`src/logic/asc_pkg.sv`:
```
package asc_pkg;
  // ----------------------------------------
  // Register map, one aligned word each
  // ----------------------------------------
  localparam logic [7:0] ADDR_MODE = 8'h00;
  localparam logic [7:0] ADDR_STATUS = 8'h04;
  localparam logic [7:0] ADDR_CMD = 8'h08;
  localparam logic [7:0] ADDR_DATA = 8'h0c;
  localparam logic [7:0] ADDR_DIV = 8'h10;
  // Mode register fields
  localparam int M_LEN_LO = 0;
  localparam int M_LEN_HI = 1;
  localparam int M_PEN = 2;
  localparam int M_PODD = 3;
  localparam int M_STOP2 = 4;
  localparam int M_BLOCK = 5;
  localparam int M_RXRTS = 6;
  localparam int M_TXRTS = 7;
  localparam int M_CTSEN = 8;
  localparam int M_LOOP_LO = 9;
  localparam int M_LOOP_HI = 10;
  localparam int MODE_W = 11;
  localparam logic [1:0] LOOP_NORMAL = 2'h0;
  localparam logic [1:0] LOOP_ECHO = 2'h1;
  localparam logic [1:0] LOOP_LOCAL = 2'h2;
  localparam logic [1:0] LOOP_REMOTE = 2'h3;
  // Command register bits, one action per bit
  localparam int C_RX_EN = 0;
  localparam int C_RX_DIS = 1;
  localparam int C_TX_EN = 2;
  localparam int C_TX_DIS = 3;
  localparam int C_RX_RST = 4;
  localparam int C_TX_RST = 5;
  localparam int C_ERR_RST = 6;
  localparam int C_BRK_ON = 7;
  localparam int C_BRK_OFF = 8;
  localparam int C_RTS_ON = 9;
  localparam int C_RTS_OFF = 10;
  // FIFO entry: data then parity, framing, break
  localparam int E_STAT_LO = 8;
  localparam int E_STAT_HI = 10;
  localparam logic [1:0] FIFO_DEPTH = 2'h3;
  // Timing in 16x ticks
  localparam logic [3:0] SUB_LAST = 4'hf;
  localparam logic [3:0] START_LAST = 4'h6;
  localparam logic [3:0] MIN_BITS = 4'h5;
  localparam logic [15:0] DIV_RST = 16'h0036;
  typedef enum logic [5:0] {TX_IDLE = 6'h01, TX_START = 6'h02, TX_DATA = 6'h04,
    TX_PAR = 6'h08, TX_STOP = 6'h10, TX_RTSW = 6'h20} asc_tx_e;
  typedef enum logic [5:0] {RX_HUNT = 6'h01, RX_START = 6'h02, RX_DATA = 6'h04,
    RX_PAR = 6'h08, RX_STOP = 6'h10, RX_BRKW = 6'h20} asc_rx_e;
endpackage

```
`src/logic/asc_core.sv`:
```
// Behaviour
// Frame: start, data LSB first, optional parity, one or two stops.
// Output at mark when transmitter disabled, idle or in local loopback.
// Idle with empty holding register sets empty flag; a load clears it.
// Disable finishes the shifting character; transmitter reset stops at once.
// CTS gating: start only with CTS asserted; finish current character.
// Send-break drives low and ignores CTS.
// Transmitter RTS mode: negate RTS one bit after last character when disabled.
// Host asserts RTS by command before each message.
// Start bit: eight 16x samples after falling edge; a high rejects it.
// Sample each bit at its centre, LSB first, through one stop bit.
// Completed character goes to holding register; unused upper bits zero.
// Hunt at once after stop; nonzero framed-out char low half bit restarts.
// Parity, framing, overrun, break flags set at character boundary; overrun is set at the overrunning start bit instead.
// Full-character low loads zero with break; half bit high before hunting.
// Three-deep FIFO with per-entry parity, framing, break; no overrun.
// Ready when any entry, full at three; data read pops, status does not.
// Character mode shows top entry; block mode ORs entries reaching top.
// Full FIFO: char waits; another start overruns and loses the waiting one.
// Receiver RTS mode: negate on start with FIFO full, reassert when space.
// FIFO readable after disable; receiver reset clears FIFO and status.
// Loop mode changes act immediately.
// Echo: retransmit received bits, host transmit cut, flags inactive.
// Local loopback: transmitter feeds receiver, line held at mark.
// Remote loopback: retransmit, nothing stored, no error status.
// Receive and CTS inputs pass two flip-flops before use.
//
// Added by the designer: the placing of the registers and register access over APB.
`timescale 1ns/1ps
module asc_core (
  input wire logic pclk,
  input wire logic presetn,
  input wire logic psel,
  input wire logic penable,
  input wire logic pwrite,
  input wire logic [7:0] paddr,
  input wire logic [31:0] pwdata,
  output logic [31:0] prdata,
  output logic pready,
  output logic pslverr,
  input wire logic serial_in,
  input wire logic cts_n,
  output logic serial_out,
  output logic rts_n,
  output logic rx_ready_flag,
  output logic fifo_full_flag,
  output logic tx_ready_flag,
  output logic tx_empty_flag
);
  import asc_pkg::*;

  // ----------------------------------------
  // State
  // ----------------------------------------
  typedef struct packed {
    logic rx_m;
    logic rx_s;
    logic cts_m;
    logic cts_s;
    logic [15:0] div_cnt;
    logic [15:0] divisor;
    logic [MODE_W-1:0] mode;
    logic rx_en;
    logic tx_en;
    logic brk;
    logic rts_on;
    logic rts_flow;
    logic [7:0] thr;
    logic thr_full;
    logic tx_empty;
    asc_tx_e tx_st;
    logic [3:0] tx_sub;
    logic [3:0] tx_bit;
    logic [7:0] tx_sh;
    logic tx_par;
    asc_rx_e rx_st;
    logic [3:0] rx_sub;
    logic [3:0] rx_bit;
    logic [7:0] rx_sh;
    logic rx_pb;
    logic [10:0] hold;
    logic hold_full;
    logic [2:0][10:0] fifo;
    logic [1:0] cnt;
    logic ovr;
    logic [2:0] acc;
    logic so;
    logic [31:0] prdata;
  } asc_state_s;

  asc_state_s s_reg;
  asc_state_s s_next;
  logic tick;
  logic txo;
  logic line;
  logic pop;
  logic wr;
  logic [1:0] loop;
  logic [2:0] stat3;
  logic host_tx;

  // Character length code to bit count
  function automatic logic [3:0] nbits(input logic [1:0] len);
    nbits = MIN_BITS + {2'h0, len};
  endfunction

  // Clear bits above the character length
  function automatic logic [7:0] trim(input logic [7:0] d, input logic [1:0] len);
    trim = d & (8'hff >> (3'h3 - {1'b0, len}));
  endfunction

  // Parity bit for data, even or odd
  function automatic logic par_of(input logic [7:0] d, input logic odd);
    par_of = (^d) ^ odd;
  endfunction

  // ----------------------------------------
  // Bus and flag outputs
  // ----------------------------------------
  // Zero wait states keep the slave simple; prdata is captured in setup
  assign pready = 1'b1;
  assign pslverr = psel && penable && !(paddr == ADDR_MODE || paddr == ADDR_STATUS ||
    paddr == ADDR_CMD || paddr == ADDR_DATA || paddr == ADDR_DIV);
  assign prdata = s_reg.prdata;
  assign serial_out = s_reg.so;
  assign rts_n = !s_reg.rts_on;
  assign loop = s_reg.mode[M_LOOP_HI:M_LOOP_LO];
  // Echo and remote cut the host transmit path
  assign host_tx = (loop == LOOP_NORMAL) || (loop == LOOP_LOCAL);
  // FIFO occupancy flags
  assign rx_ready_flag = (s_reg.cnt != 2'h0);
  assign fifo_full_flag = (s_reg.cnt == FIFO_DEPTH);
  assign tx_ready_flag = s_reg.tx_en && !s_reg.thr_full && host_tx;
  assign tx_empty_flag = s_reg.tx_empty && host_tx;
  // Status source chosen by error mode
  assign stat3 = s_reg.mode[M_BLOCK] ? s_reg.acc :
    (rx_ready_flag ? s_reg.fifo[0][E_STAT_HI:E_STAT_LO] : 3'h0);
  assign wr = psel && penable && pwrite;
  assign pop = psel && penable && !pwrite && (paddr == ADDR_DATA);
  assign tick = (s_reg.div_cnt == 16'h0000);

  // Transmit bit for the current state; break forces space
  // Break drives low whatever CTS does
  always_comb begin
    case (s_reg.tx_st)
      TX_START: txo = 1'b0;
      TX_DATA: txo = s_reg.tx_sh[0];
      TX_PAR: txo = s_reg.tx_par;
      default: txo = 1'b1;
    endcase
    if (s_reg.brk) begin
      txo = 1'b0;
    end
  end

  // Local loopback feeds the receiver from the transmitter
  assign line = (loop == LOOP_LOCAL) ? txo : s_reg.rx_s;

  // ----------------------------------------
  // Next state
  // ----------------------------------------
  always_comb begin
    logic [1:0] c;
    logic pe;
    logic brkc;
    c = s_reg.cnt;
    pe = 1'b0;
    brkc = 1'b0;
    s_next = s_reg;
    // Two-stage synchronisers on line and CTS
    s_next.rx_m = serial_in;
    s_next.rx_s = s_reg.rx_m;
    s_next.cts_m = cts_n;
    s_next.cts_s = s_reg.cts_m;
    // 16x tick divider; the divisor is software-set
    s_next.div_cnt = tick ? s_reg.divisor : s_reg.div_cnt - 16'h0001;
    // Mark in local loopback; idle or disabled transmitter shows mark
    // Output path follows the loop mode at once
    if (loop == LOOP_ECHO || loop == LOOP_REMOTE) begin
      s_next.so = s_reg.rx_s;
    end else if (loop == LOOP_LOCAL) begin
      s_next.so = 1'b1;
    end else begin
      s_next.so = txo;
    end
    // Read data is captured in the setup phase
    if (psel && !penable && !pwrite) begin
      case (paddr)
        ADDR_MODE: s_next.prdata = {21'h0, s_reg.mode};
        ADDR_STATUS: s_next.prdata = {24'h0, stat3[2], stat3[1], stat3[0], s_reg.ovr,
          tx_empty_flag, tx_ready_flag, fifo_full_flag, rx_ready_flag};
        ADDR_DATA: s_next.prdata = {24'h0, s_reg.fifo[0][7:0]};
        ADDR_DIV: s_next.prdata = {16'h0, s_reg.divisor};
        default: s_next.prdata = 32'h0;
      endcase
    end
    // Register writes and simple commands
    if (wr && paddr == ADDR_MODE) begin
      s_next.mode = pwdata[MODE_W-1:0];
    end
    if (wr && paddr == ADDR_DIV) begin
      s_next.divisor = pwdata[15:0];
    end
    if (wr && paddr == ADDR_CMD) begin
      if (pwdata[C_RX_EN]) s_next.rx_en = 1'b1;
      if (pwdata[C_RX_DIS]) s_next.rx_en = 1'b0;
      if (pwdata[C_TX_EN]) s_next.tx_en = 1'b1;
      // Disable only stops new starts; the shifter finishes
      if (pwdata[C_TX_DIS]) s_next.tx_en = 1'b0;
      if (pwdata[C_BRK_ON]) s_next.brk = 1'b1;
      if (pwdata[C_BRK_OFF]) s_next.brk = 1'b0;
      // Host asserts RTS by command before a message
      if (pwdata[C_RTS_ON]) begin
        s_next.rts_on = 1'b1;
        s_next.rts_flow = 1'b0;
      end
      if (pwdata[C_RTS_OFF]) s_next.rts_on = 1'b0;
      // Cleared here so a same-cycle overrun below still wins
      if (pwdata[C_ERR_RST]) begin
        s_next.ovr = 1'b0;
        s_next.acc = 3'h0;
      end
    end
    // Data read pops the top entry and its status
    if (pop && c != 2'h0) begin
      s_next.fifo[0] = s_reg.fifo[1];
      s_next.fifo[1] = s_reg.fifo[2];
      c = c - 2'h1;
      // Block mode ORs each entry that reaches the top
      if (c != 2'h0) s_next.acc = s_next.acc | s_reg.fifo[1][E_STAT_HI:E_STAT_LO];
    end
    // Shift register output moves into the first free slot
    if (s_reg.hold_full && c != FIFO_DEPTH) begin
      s_next.fifo[c] = s_reg.hold;
      if (c == 2'h0) s_next.acc = s_next.acc | s_reg.hold[E_STAT_HI:E_STAT_LO];
      c = c + 2'h1;
      s_next.hold_full = 1'b0;
    end
    s_next.cnt = c;
    // Reassert RTS once a slot is free
    if (s_reg.rts_flow && c != FIFO_DEPTH) begin
      s_next.rts_on = 1'b1;
      s_next.rts_flow = 1'b0;
    end
    // A buffer load clears empty and restarts the transmitter
    if (wr && paddr == ADDR_DATA && tx_ready_flag) begin
      s_next.thr = pwdata[7:0];
      s_next.thr_full = 1'b1;
      s_next.tx_empty = 1'b0;
    end
    // Transmitter, one bit per sixteen ticks
    if (tick) begin
      s_next.tx_sub = s_reg.tx_sub + 4'h1;
      case (s_reg.tx_st)
        TX_IDLE: begin
          s_next.tx_sub = 4'h0;
          // Start only with CTS asserted when gating is on
          if (s_reg.tx_en && s_reg.thr_full && !s_reg.brk && host_tx &&
              (!s_reg.mode[M_CTSEN] || !s_reg.cts_s)) begin
            s_next.tx_sh = trim(s_reg.thr, s_reg.mode[M_LEN_HI:M_LEN_LO]);
            s_next.tx_par = par_of(trim(s_reg.thr, s_reg.mode[M_LEN_HI:M_LEN_LO]),
              s_reg.mode[M_PODD]);
            s_next.thr_full = 1'b0;
            s_next.tx_st = TX_START;
          end
        end
        default: begin
          if (s_reg.tx_sub == SUB_LAST) begin
            case (s_reg.tx_st)
              TX_START: begin
                s_next.tx_st = TX_DATA;
                s_next.tx_bit = 4'h0;
              end
              // LSB first, then optional parity
              TX_DATA: begin
                s_next.tx_sh = s_reg.tx_sh >> 1;
                s_next.tx_bit = s_reg.tx_bit + 4'h1;
                if (s_reg.tx_bit == nbits(s_reg.mode[M_LEN_HI:M_LEN_LO]) - 4'h1) begin
                  s_next.tx_st = s_reg.mode[M_PEN] ? TX_PAR : TX_STOP;
                  s_next.tx_bit = 4'h0;
                end
              end
              TX_PAR: s_next.tx_st = TX_STOP;
              TX_STOP: begin
                s_next.tx_bit = s_reg.tx_bit + 4'h1;
                if (s_reg.tx_bit == {3'h0, s_reg.mode[M_STOP2]}) begin
                  // Empty when nothing waits; a load in this same cycle wins
                  s_next.tx_empty = !s_next.thr_full;
                  // One more bit time, then RTS drops
                  s_next.tx_st = (s_reg.mode[M_TXRTS] && !s_reg.tx_en) ? TX_RTSW : TX_IDLE;
                end
              end
              TX_RTSW: begin
                // Negate RTS one bit after the last stop
                s_next.rts_on = 1'b0;
                s_next.tx_st = TX_IDLE;
              end
              default: s_next.tx_st = TX_IDLE;
            endcase
          end
        end
      endcase
    end
    // Receiver
    if (tick) begin
      s_next.rx_sub = s_reg.rx_sub + 4'h1;
      case (s_reg.rx_st)
        // First low sample opens the start-bit check
        RX_HUNT: begin
          s_next.rx_sub = 4'h0;
          if (s_reg.rx_en && !line) s_next.rx_st = RX_START;
        end
        RX_START: begin
          // Any high sample rejects the start bit
          if (line) begin
            s_next.rx_st = RX_HUNT;
          end else if (s_reg.rx_sub == START_LAST) begin
            s_next.rx_st = RX_DATA;
            s_next.rx_sub = 4'h0;
            s_next.rx_bit = 4'h0;
            s_next.rx_sh = 8'h00;
            s_next.rx_pb = 1'b0;
            // Overrun flagged at the overrunning start bit
            if (s_reg.hold_full && s_reg.cnt == FIFO_DEPTH) s_next.ovr = 1'b1;
            // Negate RTS on a start with the FIFO full
            if (s_reg.mode[M_RXRTS] && s_reg.cnt == FIFO_DEPTH) begin
              s_next.rts_on = 1'b0;
              s_next.rts_flow = 1'b1;
            end
          end
        end
        RX_DATA: begin
          // Centre sampling, LSB first; upper bits stay zero
          if (s_reg.rx_sub == SUB_LAST) begin
            s_next.rx_sh[s_reg.rx_bit[2:0]] = line;
            s_next.rx_bit = s_reg.rx_bit + 4'h1;
            if (s_reg.rx_bit == nbits(s_reg.mode[M_LEN_HI:M_LEN_LO]) - 4'h1) begin
              s_next.rx_st = s_reg.mode[M_PEN] ? RX_PAR : RX_STOP;
            end
          end
        end
        RX_PAR: begin
          if (s_reg.rx_sub == SUB_LAST) begin
            s_next.rx_pb = line;
            s_next.rx_st = RX_STOP;
          end
        end
        RX_STOP: begin
          if (s_reg.rx_sub == SUB_LAST) begin
            s_next.rx_sub = 4'h0;
            // Flags fixed at the character boundary
            pe = s_reg.mode[M_PEN] && (s_reg.rx_pb != par_of(s_reg.rx_sh, s_reg.mode[M_PODD]));
            // Whole character low including stop is a break
            brkc = !line && s_reg.rx_sh == 8'h00 && !s_reg.rx_pb;
            // Remote loopback stores nothing and reports no errors
            if (loop != LOOP_REMOTE) begin
              // A waiting character is overwritten and lost
              s_next.hold = {brkc, !line, pe && !brkc, brkc ? 8'h00 : s_reg.rx_sh};
              s_next.hold_full = 1'b1;
            end
            // Hunt at once; nonzero framing error may restart
            if (line) begin
              s_next.rx_st = RX_HUNT;
            end else if (brkc) begin
              s_next.rx_st = RX_BRKW;
            end else begin
              s_next.rx_st = (s_reg.rx_sh != 8'h00) ? RX_START : RX_HUNT;
            end
          end
        end
        RX_BRKW: begin
          // Half a bit of mark before hunting again
          if (!line) begin
            s_next.rx_sub = 4'h0;
          end else if (s_reg.rx_sub == START_LAST + 4'h1) begin
            s_next.rx_st = RX_HUNT;
          end
        end
        default: s_next.rx_st = RX_HUNT;
      endcase
    end
    // Receiver reset clears FIFO, status and flow state
    if (wr && paddr == ADDR_CMD && pwdata[C_RX_RST]) begin
      s_next.rx_en = 1'b0;
      s_next.cnt = 2'h0;
      s_next.hold_full = 1'b0;
      s_next.ovr = 1'b0;
      s_next.acc = 3'h0;
      s_next.rx_st = RX_HUNT;
      if (s_reg.rts_flow) s_next.rts_on = 1'b1;
      s_next.rts_flow = 1'b0;
    end
    // Transmitter reset stops immediately
    if (wr && paddr == ADDR_CMD && pwdata[C_TX_RST]) begin
      s_next.tx_en = 1'b0;
      s_next.thr_full = 1'b0;
      s_next.brk = 1'b0;
      s_next.tx_empty = 1'b1;
      s_next.tx_st = TX_IDLE;
    end
  end

  // State register
  always_ff @(posedge pclk or negedge presetn) begin
    if (!presetn) begin
      s_reg <= '0;
      s_reg.divisor <= DIV_RST;
      s_reg.tx_empty <= 1'b1;
      s_reg.so <= 1'b1;
      s_reg.rx_m <= 1'b1;
      s_reg.rx_s <= 1'b1;
      s_reg.cts_m <= 1'b1;
      s_reg.cts_s <= 1'b1;
      s_reg.tx_st <= TX_IDLE;
      s_reg.rx_st <= RX_HUNT;
    end else begin
      s_reg <= s_next;
    end
  end
endmodule // asc_core

```
`config.mk`:
```
export PLATFORM = sky130hd
export DESIGN_NAME = asc_core
export DESIGN_NICKNAME = d
export VERILOG_FILES = /design/src/logic/asc_pkg.sv /design/src/logic/asc_core.sv
export SDC_FILE = /design/constraint.sdc
export NUM_CORES = 1
export LEC_CHECK = 0
export BUFFER_PORTS_ARGS = -buffer_cell sky130_fd_sc_hd__buf_2
export CAP_MARGIN = 20
export CORE_MARGIN = 5
export CORE_UTILIZATION = 30
export CTS_CLUSTER_DIAMETER = 80
export DETAILED_ROUTE_END_ITERATION = 6
export HOLD_SLACK_MARGIN = 0.05
export PLACE_DENSITY = 0.48
export SYNTH_ARGS = -nofsm -noshare
export SYNTH_HDL_FRONTEND = slang
export SYNTH_SLANG_ARGS = --single-unit
```
`constraint.sdc`:
```
create_clock -name pclk -period 3.1 [get_ports pclk]
set_input_delay 0.155 -clock pclk [delete_from_list [all_inputs] [get_ports pclk]]
set_output_delay 0.155 -clock pclk [all_outputs]
set_load 0.02 [all_outputs]
```
### Yosys cells after proc, flatten, opt, wreduce, memory -nomap -nowiden

Index checks and enable logic that the tools add are counted.

* register bits after elaboration: 192
* bits of input ports: 47
* output and inout bits: 40
* word-level logic and storage cells: 297

* $add $sub $neg: 10
* magnitude comparators: 4
* eq/ne operators: 47
* shift operators: 1
* multiplexer cells: 106
* bitwise operators: 6
* reduce and logical (&&, ||, !) cells: 88

Operator list (number)
* $mux W6: 15
* $pmux W16 S4: 1
* $mux W12: 5
* $pmux W6 S6: 1
* $mux W35: 1
* $logic_and A1 B1 Y1: 34
* $mux W34: 1
* $bwmux W33: 1
* $mux W8: 4
* $mux W1: 30
* $mux W2: 14
* $mux W25: 1
* $mux W4: 6
* $ne A3 B3 Y1 const B: 8
* $pmux W12 S2: 1
* $pmux W6 S4: 1
* $mux W23: 1
* $demux W11 S2: 1
* $mux W22: 1
* $reduce_bool A2 Y1: 10
* $mux W3: 6
* $mux W17: 1
* $add A4 B1 Y4 const B: 4
* $eq A8 B4 Y1 const B: 2
* other kinds (57): 112

### Logic depth before layout (Yosys ltp)

* word-level depth: 22
* depth in mapped cells: 14
* depth with buffers taken out: 13

### Least setup slack after synthesis

No wires, ideal clock.

* path type: in2reg
* start: input paddr[1]
* end: register s_reg[140] (netlist bit)
* library setup time: 78 ps
* data arrival time: 3166 ps
* data required time: 3022 ps
* slack: -144 ps
* stages on the path: 12
* path buffers: 1
* path through: or4_1 -> or4b_1 -> buf_2 -> xnor2_2 -> inv_1 -> ha_1 -> nand2b_1 -> nor2_1 -> mux2i_1 -> mux2_2 -> or3b_2 -> a21oi_1

RTL lines
* start: declaration: line asc_core.sv:36 `input wire logic [7:0] paddr,`
* end signal: assignment: line asc_core.sv:417 `s_reg <= s_next;`
* end: declaration: line asc_core.sv:91 `asc_state_s s_reg;`

==> results.toml <==
[outcome]
status = "finished clean"

[route]
postRouteAntennaNets = 0
via_count = 7144
drt-total-wl_mm = 24.9
dr.pass1.iters = 5
vias_per_cell = 4.96
wl_per_cell_um = 17.3
drc = 0
drt_first_iter_violations = 531

[logic_synthesis]
netlist_instances = 955
ys.flop_type = "dfrtp_1"
synth_area_leader_cell = "dfrtp_1"
ys_seq_elements = 176
ys_async_sr_fraction_pct = 100
seq_area_frac_synth_pct = 47.6
avgSynthCellArea_um2 = 9.72
synth_top_family_by_area = "simple AND/OR/NAND/NOR gates"
synth_edf_count = 0
synth-compound-area-share_pct = 14.1
ys_top_cells_by_area = "dfrtp_1 44%, mux2_2 5.8%, nand2_1 5.0%"
synth_area_mm2 = 0.00928
ys_types = 70
synth_fa_ha_area_share_pct = 2.29
yosysWarningCount = 0
synth.top_cell.area_share_pct = 44.2
synth-simple-area-share_pct = 17.9
synth_xor_area_share_pct = 3.01
muxShareOfSynthArea_pct = 9.27

[layout]
regArea_mm2 = 0.00442
stdcell_area_mm2 = 0.0109
drive_above_1_share_pct = 20.7
antennaDiodeCount = 0
area_growth_pct = 17.3
layout_commonest_cell = "dfrtp_1"
stdcell_count = 1439
layout.nets = 1094
multi_input_area_mm2 = 0.00444
largest_reg_flops = 144
fillers = 3125
fin_util_pct = 35.6
final_cell_mix = "164 x dfrtp_1, 124 x nand2_1, 83 x o21ai_0"

[clock_network]
cts_tree = "yes"
cts-buffers-inserted = 17
cts-htree-levels = 4
clock_latency_ns = 0.44
clock_path_buffers = 2
clock_sinks = 176
cts-root-buf = "clkbuf_16"
path_clk_slew_ns = 0.08

[power_and_ir_drop]
p_leak_nw = 5.10
power_density_mw_per_mm2 = 459
peakVddDrop_v = 0.000363
total_power_w = 0.00500

[critical_path]
cp_max_fo = 5
critPathBufInv = 3
cp_top_family = "simple AND/OR/NAND/NOR gates"
worstPathArrival_ns = 3.36
cp_data_required_time_ns = 3.46
end_kind = "register"
path_class = "register to register"
path_cells = "inv_2, ha_2, nor2_1, or4b_4, buf_6, xnor2_4, inv_2, ha_2, nand2b_4, nor2_4, mux2i_1, mux2_2, or3b_2, a21oi_2"
cpPeakStageDelay_ns = 0.46
worstSetupStartpointType = "register"
cpMaxStageDelayCell = "or4b_4"
r2r_setup_slack_ns = 0.11

[floorplanning]
die-width_um = 186
num_io_pins = 87
core-area_mm2 = 0.0306
die_y_um = 186
start_util_pct = 30.3
die_area_mm2 = 0.0346
core.rowCount = 64

[global_route]
grt_pass1_vias = 7019
grt_overflow = 0
grt_use_total_pct = 14.8
grt_pass1_wl_mm = 40.0
grt_max_degree = 95
antenna_found_initial = 0

[placed_design]
placed_cell_area_mm2 = 0.0101
dp.cells = 1390
port_buffers = 53
routabilityCongestion = 0.824
dp_hpwl_mm = 17.9

[sta]
hold_viol = 0
fmax_mhz = 334
slew_violations = 0
finalSetupViolCount = 0
fin_crit_ns = 2.99
worst_clock_skew_ns = 0.0201
tightest_slew_ns = 0.866
relSlewSlack_pct = 41.9
finalCritPeriodShare_pct = 96.5

[flow_run]
timing.max_cap.violations = 0

[min_path]
hp-class = "primary input to register"
cell type report:
type	count	share of cell area, %
inverter	28	0.965
tap	396	4.55
sequential	176	40.6
multi-input combinational	690	40.8
timing repair buffer	117	7.47
clock inverter	15	1.76
clock buffer	17	3.91
kinds of logic after synthesis:
kind of cell             after synthesis
AND/OR/NAND/NOR                      331
multiplexers                          80
other                                  2
buffers and inverters                104
XOR/XNOR                              31
flip-flops                           176
AO/OA/AOI/OAI                        214
adder cells (fa/ha/maj)               17
path summary, 6_finish.rpt:
path	cells past startpoint	from	end
worst max-delay path	14	s_reg[38]$_DFF_PN0_	s_reg[140]$_DFF_PN0_
worst min-delay path	3	pwdata[5]	s_reg[130]$_DFF_PN1_
worst max register to register	14	s_reg[38]$_DFF_PN0_	s_reg[140]$_DFF_PN0_
worst min register to register	0	s_next[190]$_DFF_PN1_	s_reg[190]$_DFF_PN1_
max in group asynchronous	3	presetn	s_reg[124]$_DFFE_PN1P_
min in group asynchronous	2	presetn	s_reg[90]$_DFFE_PN0P_
where the power goes:
| group | internal [W] | switching [W] |
|---|---|---|
| Combinational | 0.000139 | 0.000202 |
| Clock | 0.00117 | 0.00108 |
| Sequential | 0.00235 | 0.0000581 |
| Total | 0.00365 | 0.00134 |
layer usage:
| metal | GRT usage [%] | wire length [µm] |
|---|---|---|
| met1 | 21.2 | 12100 |
| met4 | 3.64 | 349 |
| met2 | 23.2 | 11500 |
| met3 | 2.52 | 922 |
| met5 | 0 | 0 |
worst register-to-register path, cell delays in order, from the launching register on:
cell and delay [ns]:
dfrtp_1 0.38, inv_2 0.07, ha_2 0.18, nor2_1 0.08
or4b_4 0.46, buf_6 0.15, xnor2_4 0.17, inv_2 0.06
ha_2 0.20, nand2b_4 0.15, nor2_4 0.10, mux2i_1 0.08
mux2_2 0.27, or3b_2 0.45, a21oi_2 0.12
timing repair:
action | in CTS | in global routing
hold buffers | 17 | 0
hold endpoints to repair | 116 | 0
buffers inserted | 0 | 0
endpoints found under the setup margin | 0 | 1
gates resized for setup | 0 | 9
through the flow:
stage / hold slack [ns] / TNS [ns] / setup slack [ns]
after floorplan: -0.141 / 0 / 0.0109
after global placement: 0.263 / -0.115 / -0.115
after detailed placement: 0.265 / -0.142 / -0.142
after CTS: 0.0608 / 0 / 0.0197
after global routing: 0.0770 / -0.0247 / -0.0247
final: 0.0674 / 0 / 0.107
cell usage after synthesis (all sizes together) (3+ instances only):
library cell	number
nand3	33
ha	17
o211a	3
o21ai	90
nand4b	3
nor3b	6
o21a	6
mux2i	32
or2	3
nand4	7
nand3b	10
or4	8
dfrtp	164
and2	4
a21o	5
nor2	68
nor3	16
nand2	124
a22oi	15
and3b	3
clkbuf	30
nand2b	7
nor2b	8
xnor2	21
a21oi	51
a22o	5
xor2	10
o211ai	7
a222oi	7
o31ai	8
and3	7
nor4	10
buf	46
mux2	48
inv	28
or3	6
dfstp	12
Note: power is estimated with default switching activity, not from simulation.
